### src/fault_diag_pkg.sv
/*
 * shared constants, field layouts and state types of the chip fault
 * supervision block. assumes one 50 MHz clock and synchronous inputs.
 */
package fault_diag_pkg;

	localparam int unsigned PULSE_PERIODS = 4;
	localparam int unsigned FRAME_BITS    = 16;
	localparam int unsigned EDGE_CNT_W    = 5;

	// diagnostic register reset view: power-on and general fault set
	localparam logic RST_POR_FLAG  = 1'b1;
	localparam logic RST_GEN_FLAG  = 1'b1;

	typedef struct packed {
		logic por_flag;
		logic general_fault_flag;
		logic serial_error_flag;
		logic supply_undervoltage_flag;
		logic overtemp_flag;
		logic thermal_warn_flag;
	} diag_s;

	localparam diag_s DIAG_RESET = '{
		por_flag:           RST_POR_FLAG,
		general_fault_flag: RST_GEN_FLAG,
		default:            1'b0
	};

	typedef struct packed {
		logic thermal_warn;
		logic overtemp;
		logic supply_undervoltage;
	} mask_s;

	typedef struct packed {
		logic thermal_warn;   // above warning threshold (hysteresis outside)
		logic overtemp;       // above shutdown threshold
		logic below_off;      // supply under supply_off_level
		logic above_on;       // supply over supply_on_level
	} sense_s;

	typedef enum logic [1:0] {
		PULSE_IDLE,
		PULSE_LOW,
		PULSE_GAP
	} pulse_state_e;

endpackage

### src/chip_fault_diagnostics.sv
/*
 * chip level fault supervision: thermal warning, over-temperature, supply
 * undervoltage, logic power-down and serial frame errors, with the
 * diagnostic flags and the open-drain active-low fault pin.
 * assumes the temperature comparator levels already carry their hysteresis and that all
 * inputs are synchronous to clk. rst is the power-on reset.
 */
`timescale 1ns/1ps
module chip_fault_diagnostics #(
	parameter int unsigned PULSE_PERIODS = fault_diag_pkg::PULSE_PERIODS,
	parameter int unsigned FRAME_BITS    = fault_diag_pkg::FRAME_BITS
) (
	// clock and power-on reset
	input  wire logic                  clk,
	input  wire logic                  rst,
	// analogue comparator levels
	input  wire fault_diag_pkg::sense_s sense,
	input  wire logic                  logic_reset_level,
	// configuration
	input  wire fault_diag_pkg::mask_s  mask,
	input  wire logic                  direct_mode,
	input  wire logic                  stop_on_fault_enable,
	// motor control input
	input  wire logic                  pwm_in,
	// serial frame pins and read qualifier
	input  wire logic                  sck,
	input  wire logic                  frame_select_n,
	input  wire logic                  diag_read_frame,
	// diagnostic register view
	output fault_diag_pkg::diag_s       diag,
	// fault pin, open drain
	output logic                       fault_out_n_o,
	output logic                       fault_out_n_oe,
	// bridge and motor control
	output logic                       gate_enable,
	output logic                       pwm_gated,
	output logic                       write_commit,
	output logic                       powered_down
);

	if (PULSE_PERIODS < 1 || FRAME_BITS < 1) begin : g_chk
		$error("chip_fault_diagnostics: bad parameters");
	end

	// ****************************************
	// state
	// ****************************************

	typedef struct packed {
		fault_diag_pkg::diag_s diag;
		logic                  uv_active;
		logic                  ot_active;
		logic                  tw_active;
		logic                  pin_low;
		logic                  gate_en;
		logic                  pwm_out;
		logic                  commit;
		logic                  down;
	} top_s;

	top_s state_ff;
	top_s nxt_state_ff;

	logic frame_ok;
	logic frame_err;
	logic pulse_low;
	logic pulse_req;
	logic steady_low;
	logic tw_now;
	logic ot_now;
	logic uv_now;
	logic ot_stop;
	logic read_clear;

	// ****************************************
	// helpers
	// ****************************************

	// serial frame judge, held in reset while the logic is powered down
	serial_frame_check #(
		.BITS (FRAME_BITS)
	) u_frame (
		.clk            (clk),
		.rst            (rst),
		.clear          (logic_reset_level),
		.sck            (sck),
		.frame_select_n (frame_select_n),
		.frame_ok       (frame_ok),
		.frame_err      (frame_err)
	);

	// pulse pattern shared by warning and over-temperature, both four periods
	pwm_pulse_gen #(
		.PERIODS (PULSE_PERIODS)
	) u_pulse (
		.clk       (clk),
		.rst       (rst),
		.clear     (logic_reset_level),
		.pwm_in    (pwm_in),
		.request   (pulse_req),
		.pulse_low (pulse_low)
	);

	// ****************************************
	// fault detection
	// ****************************************

	always_comb begin
		// masked monitors are fully blind
		tw_now = sense.thermal_warn && !mask.thermal_warn;
		ot_now = sense.overtemp && !mask.overtemp;
		uv_now = 1'b0;
		if (!mask.supply_undervoltage) begin
			if (state_ff.uv_active) begin
				uv_now = !sense.above_on;
			end else begin
				uv_now = sense.below_off;
			end
		end
		ot_stop = ot_now && (direct_mode || stop_on_fault_enable);
		// steady low level: released at once when the cause goes
		steady_low = uv_now
			|| ot_stop
			|| (tw_now && direct_mode);
		pulse_req = !direct_mode && (
			(ot_now && !stop_on_fault_enable)
			|| (tw_now && stop_on_fault_enable));
		// a complete error-free read frame of the diagnostic register
		read_clear = frame_ok && diag_read_frame;
	end

	// ****************************************
	// next state
	// ****************************************

	always_comb begin
		nxt_state_ff           = state_ff;
		nxt_state_ff.commit    = 1'b0;
		nxt_state_ff.down      = logic_reset_level;
		nxt_state_ff.uv_active = uv_now;
		nxt_state_ff.ot_active = ot_now;
		nxt_state_ff.tw_active = tw_now;

		// diagnostic clear first, so any event this cycle sets afterwards
		if (read_clear) begin
			nxt_state_ff.diag = '0;
		end
		if (frame_ok && !diag_read_frame) begin
			nxt_state_ff.commit = 1'b1;
		end
		if (frame_err) begin
			// error frames never clear and never write
			nxt_state_ff.diag.serial_error_flag  = 1'b1;
			nxt_state_ff.diag.general_fault_flag = 1'b1;
		end
		if (tw_now) begin
			nxt_state_ff.diag.thermal_warn_flag  = 1'b1;
			nxt_state_ff.diag.general_fault_flag = 1'b1;
		end
		if (ot_now) begin
			nxt_state_ff.diag.overtemp_flag      = 1'b1;
			nxt_state_ff.diag.general_fault_flag = 1'b1;
		end
		if (uv_now) begin
			nxt_state_ff.diag.supply_undervoltage_flag = 1'b1;
			nxt_state_ff.diag.general_fault_flag       = 1'b1;
		end

		// gate drives: warning never stops them, undervoltage stops both, stop only the enable
		nxt_state_ff.gate_en = !uv_now && !ot_stop;
		nxt_state_ff.pwm_out = pwm_in && !uv_now;
		nxt_state_ff.pin_low = steady_low || pulse_low;

		// logic power-down: everything off, pin low, flags at power-on view
		if (logic_reset_level) begin
			nxt_state_ff.diag      = fault_diag_pkg::DIAG_RESET;
			nxt_state_ff.uv_active = 1'b0;
			nxt_state_ff.ot_active = 1'b0;
			nxt_state_ff.tw_active = 1'b0;
			nxt_state_ff.gate_en   = 1'b0;
			nxt_state_ff.pwm_out   = 1'b0;
			nxt_state_ff.commit    = 1'b0;
			nxt_state_ff.pin_low   = 1'b1;
		end
	end

	// ****************************************
	// registers
	// ****************************************

	always_ff @(posedge clk or posedge rst) begin
		if (rst) begin
			state_ff <= '{
				diag:    fault_diag_pkg::DIAG_RESET,
				pin_low: 1'b1,
				down:    1'b1,
				default: '0
			};
		end else begin
			state_ff <= nxt_state_ff;
		end
	end

	// ****************************************
	// outputs
	// ****************************************

	assign diag           = state_ff.diag;
	assign fault_out_n_o  = 1'b0;
	assign fault_out_n_oe = state_ff.pin_low;
	assign gate_enable    = state_ff.gate_en;
	assign pwm_gated      = state_ff.pwm_out;
	assign write_commit   = state_ff.commit;
	assign powered_down   = state_ff.down;

endmodule

### src/serial_frame_check.sv
/*
 * counts serial clock rising edges inside one frame and judges the frame
 * at its close. assumes sck and frame_select_n synchronous to clk.
 */
`timescale 1ns/1ps
module serial_frame_check #(
	parameter int unsigned BITS = fault_diag_pkg::FRAME_BITS
) (
	// clock and reset
	input  wire logic clk,
	input  wire logic rst,
	input  wire logic clear,
	// serial pins
	input  wire logic sck,
	input  wire logic frame_select_n,
	// verdict, one-cycle pulses
	output logic      frame_ok,
	output logic      frame_err
);

	localparam int unsigned CW = fault_diag_pkg::EDGE_CNT_W;

	if (BITS < 1 || BITS + 1 >= (1 << CW)) begin : g_chk
		$error("serial_frame_check: BITS out of range");
	end

	typedef struct packed {
		logic          sck_q;
		logic          sel_n_q;
		logic [CW-1:0] edges;
		logic          ok;
		logic          err;
	} frame_s;

	frame_s state_ff;
	frame_s nxt_state_ff;

	always_comb begin
		nxt_state_ff         = state_ff;
		nxt_state_ff.sck_q   = sck;
		nxt_state_ff.sel_n_q = frame_select_n;
		nxt_state_ff.ok      = 1'b0;
		nxt_state_ff.err     = 1'b0;
		if (state_ff.sel_n_q && !frame_select_n) begin
			nxt_state_ff.edges = '0;
		end else if (!frame_select_n && sck && !state_ff.sck_q) begin
			// saturate one above a full frame so overrun stays visible
			if (state_ff.edges <= CW'(BITS)) begin
				nxt_state_ff.edges = state_ff.edges + CW'(1);
			end
		end
		if (!state_ff.sel_n_q && frame_select_n) begin
			if (state_ff.edges == CW'(BITS)) begin
				nxt_state_ff.ok = 1'b1;
			end else begin
				nxt_state_ff.err = 1'b1;
			end
		end
		if (clear) begin
			nxt_state_ff = '{sck_q: sck, sel_n_q: 1'b1, default: '0};
		end
	end

	always_ff @(posedge clk or posedge rst) begin
		if (rst) begin
			state_ff <= '{sel_n_q: 1'b1, default: '0};
		end else begin
			state_ff <= nxt_state_ff;
		end
	end

	assign frame_ok  = state_ff.ok;
	assign frame_err = state_ff.err;

endmodule

### src/pwm_pulse_gen.sv
/*
 * fault pin pulse pattern: low for a number of PWM periods, then inactive
 * for as many, repeating while requested. assumes pwm_in synchronous.
 */
`timescale 1ns/1ps
module pwm_pulse_gen #(
	parameter int unsigned PERIODS = fault_diag_pkg::PULSE_PERIODS
) (
	// clock and reset
	input  wire logic clk,
	input  wire logic rst,
	input  wire logic clear,
	// timing source and request
	input  wire logic pwm_in,
	input  wire logic request,
	// pattern, high while the pin is to be pulled low
	output logic      pulse_low
);

	localparam int unsigned CW = $clog2(PERIODS + 1);

	if (PERIODS < 1) begin : g_chk
		$error("pwm_pulse_gen: PERIODS must be at least one");
	end

	typedef struct packed {
		logic                        pwm_q;
		fault_diag_pkg::pulse_state_e st;
		logic [CW-1:0]               periods;
	} pulse_s;

	pulse_s state_ff;
	pulse_s nxt_state_ff;
	logic   period_end;

	always_comb begin
		nxt_state_ff       = state_ff;
		nxt_state_ff.pwm_q = pwm_in;
		period_end = pwm_in && !state_ff.pwm_q;
		case (state_ff.st)
			fault_diag_pkg::PULSE_IDLE: begin
				nxt_state_ff.periods = '0;
				if (request) begin
					nxt_state_ff.st = fault_diag_pkg::PULSE_LOW;
				end
			end
			fault_diag_pkg::PULSE_LOW: begin
				if (period_end) begin
					nxt_state_ff.periods = state_ff.periods + CW'(1);
					if (state_ff.periods == CW'(PERIODS - 1)) begin
						nxt_state_ff.periods = '0;
						// a pulse already begun runs to its end
						nxt_state_ff.st = request ? fault_diag_pkg::PULSE_GAP
							: fault_diag_pkg::PULSE_IDLE;
					end
				end
			end
			fault_diag_pkg::PULSE_GAP: begin
				if (!request) begin
					nxt_state_ff.st = fault_diag_pkg::PULSE_IDLE;
				end else if (period_end) begin
					nxt_state_ff.periods = state_ff.periods + CW'(1);
					if (state_ff.periods == CW'(PERIODS - 1)) begin
						nxt_state_ff.periods = '0;
						nxt_state_ff.st = fault_diag_pkg::PULSE_LOW;
					end
				end
			end
			default: begin
				nxt_state_ff.st = fault_diag_pkg::PULSE_IDLE;
			end
		endcase
		if (clear) begin
			nxt_state_ff = '{pwm_q: pwm_in, st: fault_diag_pkg::PULSE_IDLE, default: '0};
		end
	end

	always_ff @(posedge clk or posedge rst) begin
		if (rst) begin
			state_ff <= '{pwm_q: 1'b0, st: fault_diag_pkg::PULSE_IDLE, default: '0};
		end else begin
			state_ff <= nxt_state_ff;
		end
	end

	assign pulse_low = state_ff.st == fault_diag_pkg::PULSE_LOW;

endmodule

### config.mk
export PLATFORM = sky130hd
export DESIGN_NAME = chip_fault_diagnostics
export DESIGN_NICKNAME = d
export VERILOG_FILES = /design/src/fault_diag_pkg.sv /design/src/chip_fault_diagnostics.sv /design/src/serial_frame_check.sv /design/src/pwm_pulse_gen.sv
export SDC_FILE = /design/constraint.sdc
export NUM_CORES = 1
export LEC_CHECK = 0
export ABC_AREA = 1
export BUFFER_PORTS_ARGS = -buffer_cell sky130_fd_sc_hd__buf_2
export CAP_MARGIN = 0
export CORE_MARGIN = 2
export CORE_UTILIZATION = 30
export DETAILED_ROUTE_END_ITERATION = 16
export HOLD_SLACK_MARGIN = 0.08
export PLACE_DENSITY = 0.48
export SYNTH_ARGS = -nofsm -noshare
export SYNTH_HDL_FRONTEND = slang
export SYNTH_SLANG_ARGS = --single-unit
### constraint.sdc
create_clock -name clk -period 4.2 [get_ports clk]
set_input_delay 0.21 -clock clk [delete_from_list [all_inputs] [get_ports clk]]
set_output_delay 0.21 -clock clk [all_outputs]
set_load 0.005 [all_outputs]
==> flow_metrics.tcl <==
set metrics [dict create \
    critical_path_class "flop to flop" \
    tns_ns 0 \
    die_h_um 72.7 \
    rsz0062_at_grt "false" \
    ir_worst_vdd_mv 0.147 \
    ys_ff_latch 27 \
    max_freq_ghz 0.697 \
    rows 24 \
    min_path_type "input port to flop" \
    yosysUniqueCellTypes 27 \
    avgSynthCellArea_um2 8.47 \
    nets 214 \
    post_cts_resized 0 \
    synth_flop_cell "dfrtp_1" \
    postSynthCellCount 167 \
    tightest_slew_ns 1.03 \
    initial_core_util_pct 31.8 \
    clockBufferDepth 2 \
    clk_pin_slew_ns 0.10 \
    synth-async-reset-ratio_pct 100 \
    setup_viol 0 \
    clock_sinks 27 \
    layout-drive-gt1-share_pct 28.9 \
    die_x_um 72.7 \
    pwr-share-seq_pct 50.6 \
    syn_to_final_growth_pct 14.0 \
    antenna_found_initial 0 \
    cp_data_arrival_time_ns 1.64 \
    fin_area_mm2 0.00161 \
    pwr-share-comb_pct 21.8 \
    via_count 1083 \
    ys_seq_area_share_pct 48.2 \
    cts_hold_buffers 2 \
    layout_min_cycle_time_ns 1.44 \
    post_drt_wl_per_cell_um 10.9 \
    io-pin-count 28 \
    fin_crit_sh_pct 34.2 \
    p_leak_nw 0.854 \
    cts_buffers 3 \
    diodes 0 \
    ys_warn_count 0 \
    p_sw_share_pct 30.5 \
    post-dp-hpwl_mm 2.06 \
    p_sw_mw 0.173 \
    p_per_area_mw_per_mm2 351 \
    ant_nets 0 \
    dieArea_mm2 0.00528 \
    grt_pass1_vias 1121 \
    vias_per_cell 4.48 \
    finalHoldViolations 0 \
    slew_viol_final 0 \
    fin_skew_ns 0.00469 \
    io_buffers 26 \
    path_max_fanout 4 \
    firstDrtPassIters 4 \
    cts_setup_buffers 0 \
    syn-cell-area_mm2 0.00142 \
    worstPathRequired_ns 4.41 \
    outcome "finished, final reports clean" \
    htreeDepth 1 \
    gp_congestion 0.831 \
    clk_latency_ns 0.27 \
    clockRootBuffer "clkbuf_8" \
    core_area_mm2 0.00444 \
    grt_max_degree 28 \
    grt_usage_pct 11.6 \
    wirelength_mm 2.64 \
    intPower_mw 0.394 \
    dp.cells 236 \
    stdcell_count 242 \
    synth.net_count 190 \
    clkPwrFrac_pct 27.6 \
    gr-total-overflow 0 \
    placed_area_mm2 0.00154 \
    finalHoldWorstSlack_ns 0.0905 \
    synth_edf_count 0 \
    endpoint_kind "flop" \
    drc 0 \
    slew_headroom_pct 31.1 \
    cts_tree "done" \
    drt_iter0_drc 41 \
    fill_cells 457 \
    critPathLaunchType "flop" \
    drv_cap 0 \
    grt_pass1_wl_mm 4.84 \
]
==> state kept, by name (all words and copies together), names as in the netlist <==
register and cells:
write_commit 1, u_frame.frame_err 1, diag 6, powered_down 1, u_pulse.state_ff 6, u_frame.frame_ok 1
state_ff 1, gate_enable 1, pwm_gated 1, fault_out_n_oe 1, u_frame.state_ff 7
==> worst max-delay path: stages, from the launching register on <==
cell and delay, ns:
dfrtp_1 0.42, inv_1 0.09, ha_1 0.21, inv_2 0.06
nand2_4 0.07, nand3_2 0.07, or3_1 0.32, o21ai_1 0.13
==> per-layer routing <==
metal  track usage (%)  vias up  share of wire [%]
li1                  -      558                  -
met1              14.0      506                 46
met2              20.5       17                 49
met3              2.07        2                3.7
met4              3.91        0               0.64
met5                 0        -                  0
==> cell type report <==
class | instances | area, um^2 | share of cell area [%]
Clock buffer | 3 | 41.3 | 2.56
Clock inverter | 1 | 8.76 | 0.543
Inverter | 27 | 104 | 6.44
Multi-Input combinational cell | 104 | 562 | 34.8
Sequential cell | 27 | 682 | 42.3
Tap cell | 52 | 65.1 | 4.03
Timing Repair Buffer | 28 | 150 | 9.31
==> cell families after synthesis <==
logic type | after synthesis | synth area share (%)
buffers and inverters | 36 | 12.1
DFF | 27 | 48.2
other | 1 | 0.265
AOI/OAI and AO/OA | 18 | 6.81
adders and majority gates | 7 | 6.19
and+or+nand+nor | 78 | 26.4
==> cells in the mapped netlist, types with 3 or more instances <==
master / instances / area (um^2)
nand2_1: 32 / 120
dfrtp_1: 22 / 551
inv_1: 19 / 71.3
nor2_1: 16 / 60.1
buf_4: 9 / 67.6
nand3_1: 9 / 45.0
a21oi_1: 8 / 40.0
ha_1: 7 / 87.6
inv_2: 7 / 26.3
o21ai_1: 6 / 30.0
dfstp_2: 5 / 131
nand2_2: 4 / 25.0
nand4_1: 4 / 25.0
nor2_2: 3 / 18.8
==> path summary, 6_finish.rpt <==
| kind | cells past startpoint | slack (ns) | from | endpoint |
|---|---|---|---|---|
| min in group asynchronous | 2 | 0.17 | rst | u_frame.state_ff[6]$_DFFE_PP0P_ |
| worst max register to register | 7 | 2.76 | u_pulse.state_ff[3]$_DFFE_PP0P_ | u_pulse.state_ff[0]$_DFFE_PP0P_ |
| max in group asynchronous | 2 | 3.41 | rst | gate_enable$_DFF_PP0_ |
| worst min register to register | 2 | 0.48 | diag[5]$_DFFE_PP1P_ | diag[5]$_DFFE_PP1P_ |
| worst min-delay path | 2 | 0.09 | diag_read_frame | write_commit$_DFF_PP0_ |
| worst max-delay path | 7 | 2.76 | u_pulse.state_ff[3]$_DFFE_PP0P_ | u_pulse.state_ff[0]$_DFFE_PP0P_ |
==> stage by stage <==
step           total power [mW]  utilization, %  worst slack [ns]
2_1_floorplan             0.386               -              2.88
3_3_place_gp              0.412            34.7              2.83
3_5_place_dp              0.416            34.7              2.76
4_1_cts                   0.579            36.3              2.75
5_1_grt                   0.606            36.3              2.60
6_report                  0.567            36.3              2.76
==> cells in the final DEF (no fill, tap or decap), types with 2 or more instances in the layout <==
cell type / instances
nand2_1: 32
buf_2: 26
dfrtp_1: 22
inv_1: 19
nor2_1: 16
nand3_1: 9
a21oi_1: 8
inv_2: 7
ha_1: 7
o21ai_1: 6
dfstp_2: 5
nand4_1: 4
nand2_2: 4
nor2_2: 3
clkbuf_8: 3
nor3_1: 2
nand2_4: 2
o21ai_0: 2
dlygate4sd3_1: 2
==> power groups by stage <==
| stage | clock [mW] | sequential (mW) | combinational, mW |
|---|---|---|---|
| floorplan | 0 | 0.290 | 0.0958 |
| global placement | 0 | 0.291 | 0.121 |
| detailed placement | 0 | 0.292 | 0.124 |
| CTS | 0.166 | 0.287 | 0.126 |
| global route | 0.175 | 0.289 | 0.143 |
| finish | 0.156 | 0.287 | 0.124 |
Power figures use the tool's default switching activity.
